===== config.mk =====
export PLATFORM = sky130hd
export DESIGN_NAME = csfr_status_regs
export DESIGN_NICKNAME = d
export VERILOG_FILES = /design/src/rtl/csfr_pkg.sv /design/src/rtl/csfr_alu_flags.sv /design/src/rtl/csfr_status_regs.sv
export SDC_FILE = /design/constraint.sdc
export NUM_CORES = 1
export LEC_CHECK = 0
export BUFFER_PORTS_ARGS = -buffer_cell sky130_fd_sc_hd__buf_2
export CORE_UTILIZATION = 45
export CTS_CLUSTER_SIZE = 20
export DETAILED_ROUTE_END_ITERATION = 8
export GPL_ROUTABILITY_DRIVEN = 0
export HOLD_SLACK_MARGIN = 0.08
export PLACE_DENSITY = 0.8
export SYNTH_ARGS = -nofsm -noshare
export SYNTH_HDL_FRONTEND = slang
export SYNTH_SLANG_ARGS = --single-unit

===== constraint.sdc =====
create_clock -name ref_clk -period 5.5 [get_ports ref_clk]
set_input_delay 1.65 -clock ref_clk [delete_from_list [all_inputs] [get_ports ref_clk]]
set_output_delay 1.65 -clock ref_clk [all_outputs]
set_load 0.005 [all_outputs]

===== src/rtl/csfr_pkg.sv =====
// Package: processor status register constants and types
package csfr_pkg;
  // ==========================================================
  // Register addresses (9-bit data space)
  localparam logic [8:0] STATUS_ADDR_B0 = 9'h003;
  localparam logic [8:0] STATUS_ADDR_B1 = 9'h083;
  localparam logic [8:0] STATUS_ADDR_B2 = 9'h103;
  localparam logic [8:0] STATUS_ADDR_B3 = 9'h183;
  localparam logic [8:0] OPTION_ADDR_B1 = 9'h081;
  localparam logic [8:0] OPTION_ADDR_B3 = 9'h181;
  localparam logic [6:0] STATUS_LOW7 = 7'h03;
  // ==========================================================
  // Status and option bit positions
  localparam int BIT_IND_BANK = 7;
  localparam int BIT_RPH = 6;
  localparam int BIT_RPL = 5;
  localparam int BIT_TO = 4;
  localparam int BIT_PWRDN = 3;
  localparam int BIT_Z = 2;
  localparam int BIT_DC = 1;
  localparam int BIT_C = 0;
  localparam int BIT_PSA = 3;
  // ==========================================================
  // Reset values
  localparam logic [7:0] STATUS_RESET = 8'h18;
  localparam logic [7:0] OPTION_RESET = 8'hff;
  // ==========================================================
  // Arithmetic operations
  typedef enum logic [2:0] {
    CSFR_OP_NONE = 3'h0,
    CSFR_OP_ADD = 3'h1,
    CSFR_OP_SUB = 3'h2,
    CSFR_OP_ROTR = 3'h3,
    CSFR_OP_ROTL = 3'h4,
    CSFR_OP_LOGIC = 3'h5
  } csfr_op_type;
endpackage : csfr_pkg


===== src/rtl/csfr_alu_flags.sv =====
// Arithmetic unit: result and flag derivation
`timescale 1ns/10ps
module csfr_alu_flags #(
  parameter int WIDTH = 8
) (
  input wire csfr_pkg::csfr_op_type op,
  input wire logic [WIDTH-1:0] opA,
  input wire logic [WIDTH-1:0] opB,
  input wire logic carryIn,
  output logic [WIDTH-1:0] result,
  output logic zeroOut,
  output logic digitCarryOut,
  output logic carryOut,
  output logic affectsZ,
  output logic affectsCarry
);
  logic [WIDTH:0] sum;
  logic [4:0] nibSum;
  logic [WIDTH-1:0] addend;

  // Subtraction adds the two's complement of the second operand
  always_comb begin
    addend = (op == csfr_pkg::CSFR_OP_SUB) ? WIDTH'(~opB + 1'b1) : opB;
    sum = {1'b0, opA} + {1'b0, addend};
    nibSum = {1'b0, opA[3:0]} + {1'b0, addend[3:0]};
    result = opA;
    digitCarryOut = nibSum[4];
    carryOut = sum[WIDTH];
    affectsZ = 1'b0;
    affectsCarry = 1'b0;
    // A zero subtrahend gives carry out of the complement add, meaning no borrow
    if (op == csfr_pkg::CSFR_OP_SUB && opB == '0) begin
      digitCarryOut = 1'b1;
      carryOut = 1'b1;
    end
    case (op)
      csfr_pkg::CSFR_OP_ADD, csfr_pkg::CSFR_OP_SUB: begin
        result = sum[WIDTH-1:0];
        affectsZ = 1'b1;
        affectsCarry = 1'b1;
      end
      csfr_pkg::CSFR_OP_ROTR: begin
        result = {carryIn, opA[WIDTH-1:1]};
        carryOut = opA[0];
        affectsCarry = 1'b1;
      end
      csfr_pkg::CSFR_OP_ROTL: begin
        result = {opA[WIDTH-2:0], carryIn};
        carryOut = opA[WIDTH-1];
        affectsCarry = 1'b1;
      end
      csfr_pkg::CSFR_OP_LOGIC: begin
        result = opB;
        affectsZ = 1'b1;
      end
      default: begin
        result = opA;
      end
    endcase
    zeroOut = (result == '0);
  end
endmodule : csfr_alu_flags


===== src/rtl/csfr_status_regs.sv =====
// Processor status and option registers with flag update logic
// Operation
// - Indirect bank bit selects upper or lower half
// - Direct bank field selects one of four banks
// - Timeout flag set by powerup, clear, sleep
// - Digit carry from bit 3 on add/sub
// - Carry from top bit on add/sub
// - Subtract flags mean inverted borrow, but digit carry is 0 for a nonzero subtrahend whose low nibble is 0
// - Subtract adds second operand's two's complement
// - Rotates load carry with shifted-out bit
// - Status mirrored at four bank addresses
// - Option register fully readable and writable
// - Prescaler to watchdog gives timer 1:1
// - Timeout and powerdown flags ignore writes
// - Flag results override writes to status
`timescale 1ns/10ps
module csfr_status_regs #(
  parameter int WIDTH = 8
) (
  input wire logic ref_clk,
  input wire logic rst,
  input wire logic [8:0] regAddr,
  input wire logic regWrEn,
  input wire logic [WIDTH-1:0] regWrData,
  output logic [WIDTH-1:0] regRdData,
  input wire csfr_pkg::csfr_op_type aluOp,
  input wire logic aluExec,
  input wire logic [WIDTH-1:0] aluOpA,
  input wire logic [WIDTH-1:0] aluOpB,
  output logic [WIDTH-1:0] aluResult,
  input wire logic watchdogClearInstr,
  input wire logic sleepInstr,
  input wire logic watchdogTimeout,
  input wire logic [6:0] directLowAddr,
  input wire logic [7:0] indirectLowAddr,
  output logic [8:0] directAddr,
  output logic [8:0] indirectAddr,
  output logic [7:0] optionBits,
  output logic timerPrescaleBypass
);
  // ==========================================================
  // Register state
  logic [7:0] status_ff;
  logic [7:0] option_ff;
  logic [7:0] nxt_status;
  logic [WIDTH-1:0] aluRes;
  logic aluZ;
  logic aluDc;
  logic aluC;
  logic aluAffZ;
  logic aluAffC;
  logic statusHit;
  logic optionHit;

  csfr_alu_flags #(.WIDTH(WIDTH)) uAlu (
    .op(aluOp),
    .opA(aluOpA),
    .opB(aluOpB),
    .carryIn(status_ff[csfr_pkg::BIT_C]),
    .result(aluRes),
    .zeroOut(aluZ),
    .digitCarryOut(aluDc),
    .carryOut(aluC),
    .affectsZ(aluAffZ),
    .affectsCarry(aluAffC)
  );

  // ==========================================================
  // Address decode: status ignores bank bits so all its mirrors hit one register; option decodes banks 1 and 3 only
  assign statusHit = (regAddr[6:0] == csfr_pkg::STATUS_LOW7);
  assign optionHit = (regAddr == csfr_pkg::OPTION_ADDR_B1) ||
                     (regAddr == csfr_pkg::OPTION_ADDR_B3);

  // Next status: write first, then hardware flags take priority
  always_comb begin
    nxt_status = status_ff;
    if (regWrEn && statusHit) begin
      nxt_status[csfr_pkg::BIT_IND_BANK] = regWrData[csfr_pkg::BIT_IND_BANK];
      nxt_status[csfr_pkg::BIT_RPH] = regWrData[csfr_pkg::BIT_RPH];
      nxt_status[csfr_pkg::BIT_RPL] = regWrData[csfr_pkg::BIT_RPL];
      // Timeout and powerdown bits are not writable
      if (!(aluExec && aluAffZ)) begin
        nxt_status[csfr_pkg::BIT_Z] = regWrData[csfr_pkg::BIT_Z];
      end
      if (!(aluExec && aluAffC)) begin
        nxt_status[csfr_pkg::BIT_C] = regWrData[csfr_pkg::BIT_C];
      end
      if (!(aluExec && aluAffC && aluAffZ)) begin
        nxt_status[csfr_pkg::BIT_DC] = regWrData[csfr_pkg::BIT_DC];
      end
    end
    if (aluExec && aluAffZ) begin
      nxt_status[csfr_pkg::BIT_Z] = aluZ;
    end
    if (aluExec && aluAffC) begin
      nxt_status[csfr_pkg::BIT_C] = aluC;
    end
    if (aluExec && aluAffC && aluAffZ) begin
      nxt_status[csfr_pkg::BIT_DC] = aluDc;
    end
    // Event flags: timeout wins over a same-cycle clear instruction
    if (watchdogClearInstr) begin
      nxt_status[csfr_pkg::BIT_TO] = 1'b1;
      nxt_status[csfr_pkg::BIT_PWRDN] = 1'b1;
    end
    if (sleepInstr) begin
      nxt_status[csfr_pkg::BIT_TO] = 1'b1;
      nxt_status[csfr_pkg::BIT_PWRDN] = 1'b0;
    end
    if (watchdogTimeout) begin
      nxt_status[csfr_pkg::BIT_TO] = 1'b0;
    end
  end

  // ==========================================================
  // Status register; reset models power-up
  always_ff @(posedge ref_clk) begin
    if (rst) begin
      status_ff <= csfr_pkg::STATUS_RESET;
    end else begin
      status_ff <= nxt_status;
    end
  end

  // Option register, plain read/write
  always_ff @(posedge ref_clk) begin
    if (rst) begin
      option_ff <= csfr_pkg::OPTION_RESET;
    end else if (regWrEn && optionHit) begin
      option_ff <= regWrData;
    end
  end

  // ==========================================================
  // Registered outputs: read mux, bank addresses, option controls
  always_ff @(posedge ref_clk) begin
    if (rst) begin
      regRdData <= '0;
      aluResult <= '0;
      directAddr <= '0;
      indirectAddr <= '0;
      optionBits <= csfr_pkg::OPTION_RESET;
      timerPrescaleBypass <= 1'b1;
    end else begin
      regRdData <= statusHit ? nxt_status : (optionHit ? option_ff : '0);
      aluResult <= aluRes;
      // Bank 0-3 from the direct field
      directAddr <= {nxt_status[csfr_pkg::BIT_RPH:csfr_pkg::BIT_RPL], directLowAddr};
      // Upper or lower half for indirect access
      indirectAddr <= {nxt_status[csfr_pkg::BIT_IND_BANK], indirectLowAddr};
      optionBits <= option_ff;
      // Prescaler on the watchdog leaves the timer undivided
      timerPrescaleBypass <= option_ff[csfr_pkg::BIT_PSA];
    end
  end

  // ==========================================================
  // Checks
  a_mirror_read: assert property (@(posedge ref_clk) disable iff (rst)
    (regAddr == csfr_pkg::STATUS_ADDR_B2) |=> (regRdData == status_ff))
    else $error("status mirror read mismatch");
  a_sleep_flags: assert property (@(posedge ref_clk) disable iff (rst)
    (sleepInstr && !watchdogTimeout) |=>
      (status_ff[csfr_pkg::BIT_TO] && !status_ff[csfr_pkg::BIT_PWRDN]))
    else $error("sleep flags wrong");
  a_clear_flags: assert property (@(posedge ref_clk) disable iff (rst)
    (watchdogClearInstr && !sleepInstr && !watchdogTimeout) |=>
      (status_ff[csfr_pkg::BIT_TO] && status_ff[csfr_pkg::BIT_PWRDN]))
    else $error("watchdog clear flags wrong");
  a_timeout_flag: assert property (@(posedge ref_clk) disable iff (rst)
    watchdogTimeout |=> !status_ff[csfr_pkg::BIT_TO])
    else $error("timeout flag not cleared");
  a_event_write: assert property (@(posedge ref_clk) disable iff (rst)
    (!watchdogClearInstr && !sleepInstr && !watchdogTimeout) |=>
      $stable(status_ff[csfr_pkg::BIT_TO:csfr_pkg::BIT_PWRDN]))
    else $error("event flags changed by write");
  a_flag_override: assert property (@(posedge ref_clk) disable iff (rst)
    (aluExec && aluAffZ && regWrEn && statusHit) |=>
      (status_ff[csfr_pkg::BIT_Z] == $past(aluZ)))
    else $error("status write not suppressed");
  a_rotate_right: assert property (@(posedge ref_clk) disable iff (rst)
    (aluExec && aluOp == csfr_pkg::CSFR_OP_ROTR) |=>
      (status_ff[csfr_pkg::BIT_C] == $past(aluOpA[0])))
    else $error("rotate carry wrong");
  a_rotate_left: assert property (@(posedge ref_clk) disable iff (rst)
    (aluExec && aluOp == csfr_pkg::CSFR_OP_ROTL) |=>
      (status_ff[csfr_pkg::BIT_C] == $past(aluOpA[WIDTH-1])))
    else $error("rotate left carry wrong");
  a_add_carry: assert property (@(posedge ref_clk) disable iff (rst)
    (aluExec && aluOp == csfr_pkg::CSFR_OP_ADD) |=>
      (status_ff[csfr_pkg::BIT_C] == $past(({1'b0, aluOpA} + {1'b0, aluOpB}) > 9'h0ff)))
    else $error("add carry wrong");
  a_add_digit: assert property (@(posedge ref_clk) disable iff (rst)
    (aluExec && aluOp == csfr_pkg::CSFR_OP_ADD) |=>
      (status_ff[csfr_pkg::BIT_DC] ==
       $past(({1'b0, aluOpA[3:0]} + {1'b0, aluOpB[3:0]}) > 5'h0f)))
    else $error("add digit carry wrong");
  a_sub_borrow: assert property (@(posedge ref_clk) disable iff (rst)
    (aluExec && aluOp == csfr_pkg::CSFR_OP_SUB) |=>
      (status_ff[csfr_pkg::BIT_C] == $past(aluOpA >= aluOpB) &&
       status_ff[csfr_pkg::BIT_DC] == $past(aluOpA[3:0] >= aluOpB[3:0])))
    else $error("subtract borrow wrong");
  // Zero flag and registered result leave on the same edge, so they must agree
  a_zero_flag: assert property (@(posedge ref_clk) disable iff (rst)
    (aluExec && (aluOp == csfr_pkg::CSFR_OP_ADD || aluOp == csfr_pkg::CSFR_OP_SUB)) |=>
      (status_ff[csfr_pkg::BIT_Z] == (aluResult == '0)))
    else $error("zero flag wrong");
  // Bank outputs follow the status value loaded on the same edge
  a_direct_bank: assert property (@(posedge ref_clk) disable iff (rst)
    !$past(rst) |->
      (directAddr == {status_ff[csfr_pkg::BIT_RPH:csfr_pkg::BIT_RPL],
                      $past(directLowAddr)}))
    else $error("direct bank address wrong");
  a_indirect_bank: assert property (@(posedge ref_clk) disable iff (rst)
    !$past(rst) |->
      (indirectAddr == {status_ff[csfr_pkg::BIT_IND_BANK], $past(indirectLowAddr)}))
    else $error("indirect bank address wrong");
  a_option_rw: assert property (@(posedge ref_clk) disable iff (rst)
    (regWrEn && regAddr == csfr_pkg::OPTION_ADDR_B3) |=> ##1 (optionBits == $past(regWrData, 2)))
    else $error("option write lost");
endmodule : csfr_status_regs


==> results_dict.tcl, run 1 <==
set metrics [dict create \
    cts_resized 0 \
    synth_cells 325 \
    antenna_left 0 \
    cts_tree "yes" \
    crit_type "input pin to register" \
    fillers 555 \
    cp_max_fo 15 \
    cp-end-kind "register" \
    rsz0062_at_grt "false" \
    cts_max_level 2 \
    dp_cells 480 \
    fmax_mhz 234.5 \
    grt_pass1_wl_um 11580 \
    syn_to_final_growth_pct 19.80 \
    status "finished, final reports clean" \
    timing.final.crit_share 0.7753 \
    drv_cap 0 \
    vdd_ir_drop_max_mv 0.1868 \
    yosys_warnings 0 \
    crit_required_ns 5.72 \
    grt_overflow 0 \
    hold_buffers 0 \
    vias_per_cell 5.400 \
    die_area_mm2 0.006872 \
    cts_buffers 5 \
    cp-start-kind "input pin" \
    slew_viol_final 0 \
    ys_top_cells_by_area "dfxtp_1 37%, ha_1 5.1%, mux2i_1 4.8%, nor2b_1 4.5%, nand2_1 4.2%" \
    finalHoldViolations 0 \
    finalNonFillerCells 488 \
    clock-sinks 55 \
    synth_edf_count 0 \
    first_global_vias 2484 \
    nets 481 \
    cp.arrival_ns 4.49 \
    port_buffers 99 \
    setup_tns_ns 0 \
    drt_iter0_markers 136 \
    dr_total_vias 2635 \
    ios 101 \
    cts-root-buf "clkbuf_8" \
    setup_viol 0 \
    cts_setup_buffers 0 \
    post_drt_wl_per_cell_um 14.22 \
    tightest_slew_ns 0.8949 \
    cp_cell_sequence "buf_2, inv_1, nor3_2, o31ai_1, xnor2_1, ha_1, and3_1, nor3_1, o31ai_1, a2111oi_4, nand4_1, o32ai_1" \
    n_antenna_cell 0 \
    drt_wl_total_um 6937 \
    clk_latency_ns 0.31 \
    seq_area_mm2 0.001101 \
    max_stage_delay_ns 0.42 \
    relSlewSlack 0.4034 \
    hold_class "register to register" \
    powerDensity_mw_per_mm2 243.4 \
    synth.distinct_cells 56 \
    ys.flop_type "dfxtp_1" \
    synth_nets 396 \
    core.rowCount 29 \
    synth-async-reset-ratio 0 \
    grt_max_degree 58 \
    ys_seq_area_frac 0.3738 \
    core_region_area_mm2 0.006350 \
    cts_max_path_buffers 2 \
    p_leak_nw 1.606 \
    die_y_um 82.90 \
    skew_ns 0.01431 \
    antenna_found_initial 0 \
    drc 0 \
    min_period_ns 4.264 \
    hpwl_um 5252 \
    synth_top_area_share 0.3738 \
    synth.cell_area_mm2 0.002945 \
    synth_top_area_cell "dfxtp_1" \
    crit_slowest_cell "nor3_2" \
    die_x_um 82.90 \
    syn_avg_cell_area_um2 9.063 \
    multi_input_area_mm2 0.001702 \
    drive_above_1_share 0.3285 \
    initial_core_util 0.4638 \
    globalRouteTotalUtil 0.2047 \
    clkSlewWorstSetupHoldPaths_ns 0.10 \
    ys_ff_latch 55 \
    dr.pass1.iters 4 \
    crit_top_cell "o31ai_1" \
]
final timing paths:
check | depth (start not counted) | slack, ns | to | startpoint
worst max register to register | 6 | 4.05 | status_ff[2] | status_ff[0]
worst max-delay path | 12 | 1.24 | status_ff[2] | aluOp[1]
worst min register to register | 2 | 0.48 | status_ff[6] | status_ff[6]
worst min-delay path | 2 | 0.48 | status_ff[6] | status_ff[6]
synth_stat cells, drive strengths merged (4+ instances only):
library cell  count
nand3b            9
nand3            13
ha               12
a22oi             6
or3               4
xnor2             6
o31ai             6
clkbuf            8
o21ai            11
a21oi            21
or2              12
nor2b            21
nor3              9
and3              4
mux2i            14
nand2            33
dfxtp            55
buf              13
nor2             15
inv               6
cell usage in the layout (no fill, tap or decap), types with 6 or more instances in the layout:
| master | count |
|---|---|
| inv_1 | 6 |
| ha_1 | 12 |
| xnor2_1 | 6 |
| nor2_1 | 15 |
| nor2b_1 | 21 |
| buf_2 | 99 |
| a21oi_1 | 21 |
| nor3_1 | 7 |
| o21ai_0 | 9 |
| nand3_1 | 13 |
| nand2_1 | 33 |
| a22oi_1 | 6 |
| nand3b_1 | 9 |
| or2_2 | 11 |
| dfxtp_1 | 55 |
| mux2i_1 | 14 |
per-layer routing:
layer	routed length, µm	GRT usage	part of all wire	up-vias
li1	-	-	-	1319
met1	3111	0.2763	0.45	1187
met5	0	0	0	-
met4	94	0.07053	0.014	0
met3	572	0.03579	0.082	8
met2	3158	0.3301	0.46	121
logic make-up after synthesis:
group                    share of synthesized area
AO/OA/AOI/OAI                               0.1810
multiplexers                               0.05905
buffers and inverters                      0.04843
flip-flops                                  0.3738
adder cells (fa/ha/maj)                    0.05777
XOR/XNOR                                   0.02931
AND/OR/NAND/NOR                             0.2506
through the flow:
step,hold WS [ns],util,instance area [µm²],power (W),setup WS [ns]
detailed placement,0.4554,0.5381,3417,0.0006022,0.9106
floorplan,0.4409,-,2945,0.0005406,1.403
global placement,0.4530,0.5381,3417,0.0005969,1.005
CTS,0.4733,0.5557,3528,0.0008651,1.244
global route,0.4968,0.5557,3528,0.0009014,0.9689
finish,0.4770,0.5557,3528,0.0008590,1.236
state kept, by name, indices dropped and copies added, names as in the netlist:
| signal | cells |
|---|---|
| option_ff | 8 |
| aluResult | 8 |
| status_ff | 8 |
| optionBits | 8 |
| regRdData | 8 |
| indirectAddr | 8 |
| directAddr | 7 |
power breakdown:
group          internal [W]  switching (W)
Clock              0.000138       0.000127
Sequential         0.000412     0.00000322
Combinational     0.0000814      0.0000979
critical path: cells and delay by family:
| kind | cells | cell delay [ns] |
|---|---|---|
| buffers and inverters | 2 | 0.50 |
| AOI/OAI and AO/OA | 4 | 0.81 |
| adders and majority gates | 1 | 0.31 |
| xor gates and xnor gates | 1 | 0.25 |
| and+or+nand+nor | 4 | 0.98 |
cell type report:
| cell class | instances | area share |
|---|---|---|
| Inverter | 6 | 0.006383 |
| Multi-Input combinational cell | 243 | 0.4823 |
| Clock buffer | 6 | 0.02057 |
| Sequential cell | 55 | 0.3121 |
| Tap cell | 77 | 0.02730 |
| Timing Repair Buffer | 99 | 0.1404 |
| Clock inverter | 2 | 0.01099 |
(Power assumes the default switching activity.)
==> run 2: changes to the inputs <==
- clock period: 5.5 -> 4.1 ns (I/O delays scaled with it)
==> run 2 against run 1 <==
Net effect:
- register-to-register slack lost 1.4 ns
- hold slack got worse by 0.0052 ns
- first-iteration DRC count shrank 21%
- critical path type unchanged
- critical endpoint unchanged
- largest power group unchanged
==> results_dict.tcl, run 2 (synthesis gave the netlist of run 1 again) <==
set metrics [dict create \
    p_int_w 0.0008489 \
    clock-sinks 55 \
    drv_cap 0 \
    hp-start "option_ff[1]" \
    crit_type "input pin to register" \
    timing.rr.start "status_ff[0]" \
    dr.pass1.iters 4 \
    setup_viol 0 \
    status "finished, final reports clean" \
    hold_buffers 0 \
    initial_core_util 0.4638 \
    nets 485 \
    grt_max_degree 58 \
    grt_overflow 0 \
    dr_total_vias 2625 \
    pwr-share-clk 0.306 \
    cts_setup_buffers 0 \
    min_period_ns 3.543 \
    p_seq_frac 0.484 \
    skew_ns 0.01689 \
    die_x_um 82.90 \
    antenna_found_initial 0 \
    vias_per_cell 5.335 \
    p_leak_nw 1.626 \
    layout_common_cells "99 x buf_2, 55 x dfxtp_1, 33 x nand2_1" \
    crit_required_ns 4.32 \
    drt_wl_total_um 7065 \
    finalHoldViolations 0 \
    post_drt_wl_per_cell_um 14.36 \
    hold_class "register to register" \
    max_stage_delay_ns 0.46 \
    die_area_mm2 0.006872 \
    pwr-share-comb 0.211 \
    cts_resized 0 \
    n_antenna_cell 0 \
    r2r_cells 6 \
    powerDensity_mw_per_mm2 324.2 \
    cts-root-buf "clkbuf_8" \
    cp.arrival_ns 3.76 \
    hold_depth 1 \
    first_global_vias 2507 \
    grt_pass1_wl_um 11530 \
    crit_slowest_cell "or3b_4" \
    drive_above_1_share 0.3349 \
    cp-startpoint "aluOp[2]" \
    cts_max_path_buffers 2 \
    die_y_um 82.90 \
    tightest_slew_ns 0.8459 \
    vdd_ir_drop_max_mv 0.3359 \
    cp-end-kind "register" \
    final_common_cell "buf_2" \
    drt_iter0_markers 108 \
    ios 101 \
    fmax_mhz 282.2 \
    cts_tree "yes" \
    timing.final.crit_share 0.8642 \
    core.rowCount 29 \
    syn_to_final_growth_pct 20.82 \
    clk_latency_ns 0.31 \
    switchingPower_w 0.0003048 \
    globalRouteTotalUtil 0.2077 \
    drc 0 \
    core_region_area_mm2 0.006350 \
    cts_buffers 5 \
    fin_ws_ns 0.5567 \
    cp-start-kind "input pin" \
    slew_viol_final 0 \
    port_buffers 99 \
    relSlewSlack 0.4361 \
    cp_max_fo 18 \
    swShare 0.2642 \
    antenna_left 0 \
    clkSlewWorstSetupHoldPaths_ns 0.10 \
    hpwl_um 5442 \
    cts_max_level 2 \
    setup_tns_ns 0 \
    cp_cell_sequence "buf_2, or3b_4, nor2_1, xor2_1, ha_1, and3_1, nor3_1, o31ai_1, a2111oi_4, nand4_1, o32ai_1" \
    dp_slack_ns 0.2627 \
    rsz0062_at_grt "false" \
]
## run 2: cell types whose count changed in the layout (fill, tap and decap cells not counted)
cell and delta:
buf_4 +4
## run 2: layer usage
layer,part of all wire,wire (µm),up-vias,track usage
li1,-,-,1328,-
met1,0.45,3165,1194,0.2648
met2,0.48,3388,96,0.3480
met3,0.057,401,7,0.04374
met4,0.015,109,0,0.07053
met5,0,0,-,0
## run 2: final timing paths
| path | end | slack [ns] |
|---|---|---|
| max reg2reg | status_ff[2] | 2.64 |
| min reg2reg | optionBits[1] | 0.47 |
| max | status_ff[2] | 0.56 |
| min | optionBits[1] | 0.47 |
## run 2: power by group through the flow
stage               combinational (W)  clock [W]  sequential (W)
floorplan                    0.000153          0        0.000573
CTS                          0.000242   0.000362        0.000558
detailed placement           0.000240          0        0.000571
global route                 0.000267   0.000389        0.000560
global placement             0.000234          0        0.000570
finish                       0.000243   0.000353        0.000558
## run 2: metrics by stage
step / hold slack, ns / util / area [µm²] / cells / power (W)
6_report: 0.4718 / 0.5604 / 3558 / 492 / 0.001154
5_1_grt: 0.4969 / 0.5604 / 3558 / 492 / 0.001216
4_1_cts: 0.4777 / 0.5604 / 3558 / 492 / 0.001162
3_5_place_dp: 0.4610 / 0.5429 / 3447 / 484 / 0.0008110
3_3_place_gp: 0.4530 / 0.5429 / 3447 / 484 / 0.0008033
2_1_floorplan: 0.4409 / - / 2945 / 325 / 0.0007252
## run 2: area by class of cell
cell class / count / area (µm²)
tap: 77 / 96.34
sequential: 55 / 1101
fill: 583 / 2791
timing repair buffer: 103 / 525.5
clock buffer: 6 / 72.57
inverter: 6 / 22.52
multi-input combinational: 243 / 1702
clock inverter: 2 / 38.79
## run 2: critical path: cells and delay by family
kind            cells  cell delay (ns)
simple gates        5             1.16
xor+xnor            1             0.19
fa+ha+maj           1             0.32
buf+inv             1             0.20
compound gates      3             0.65
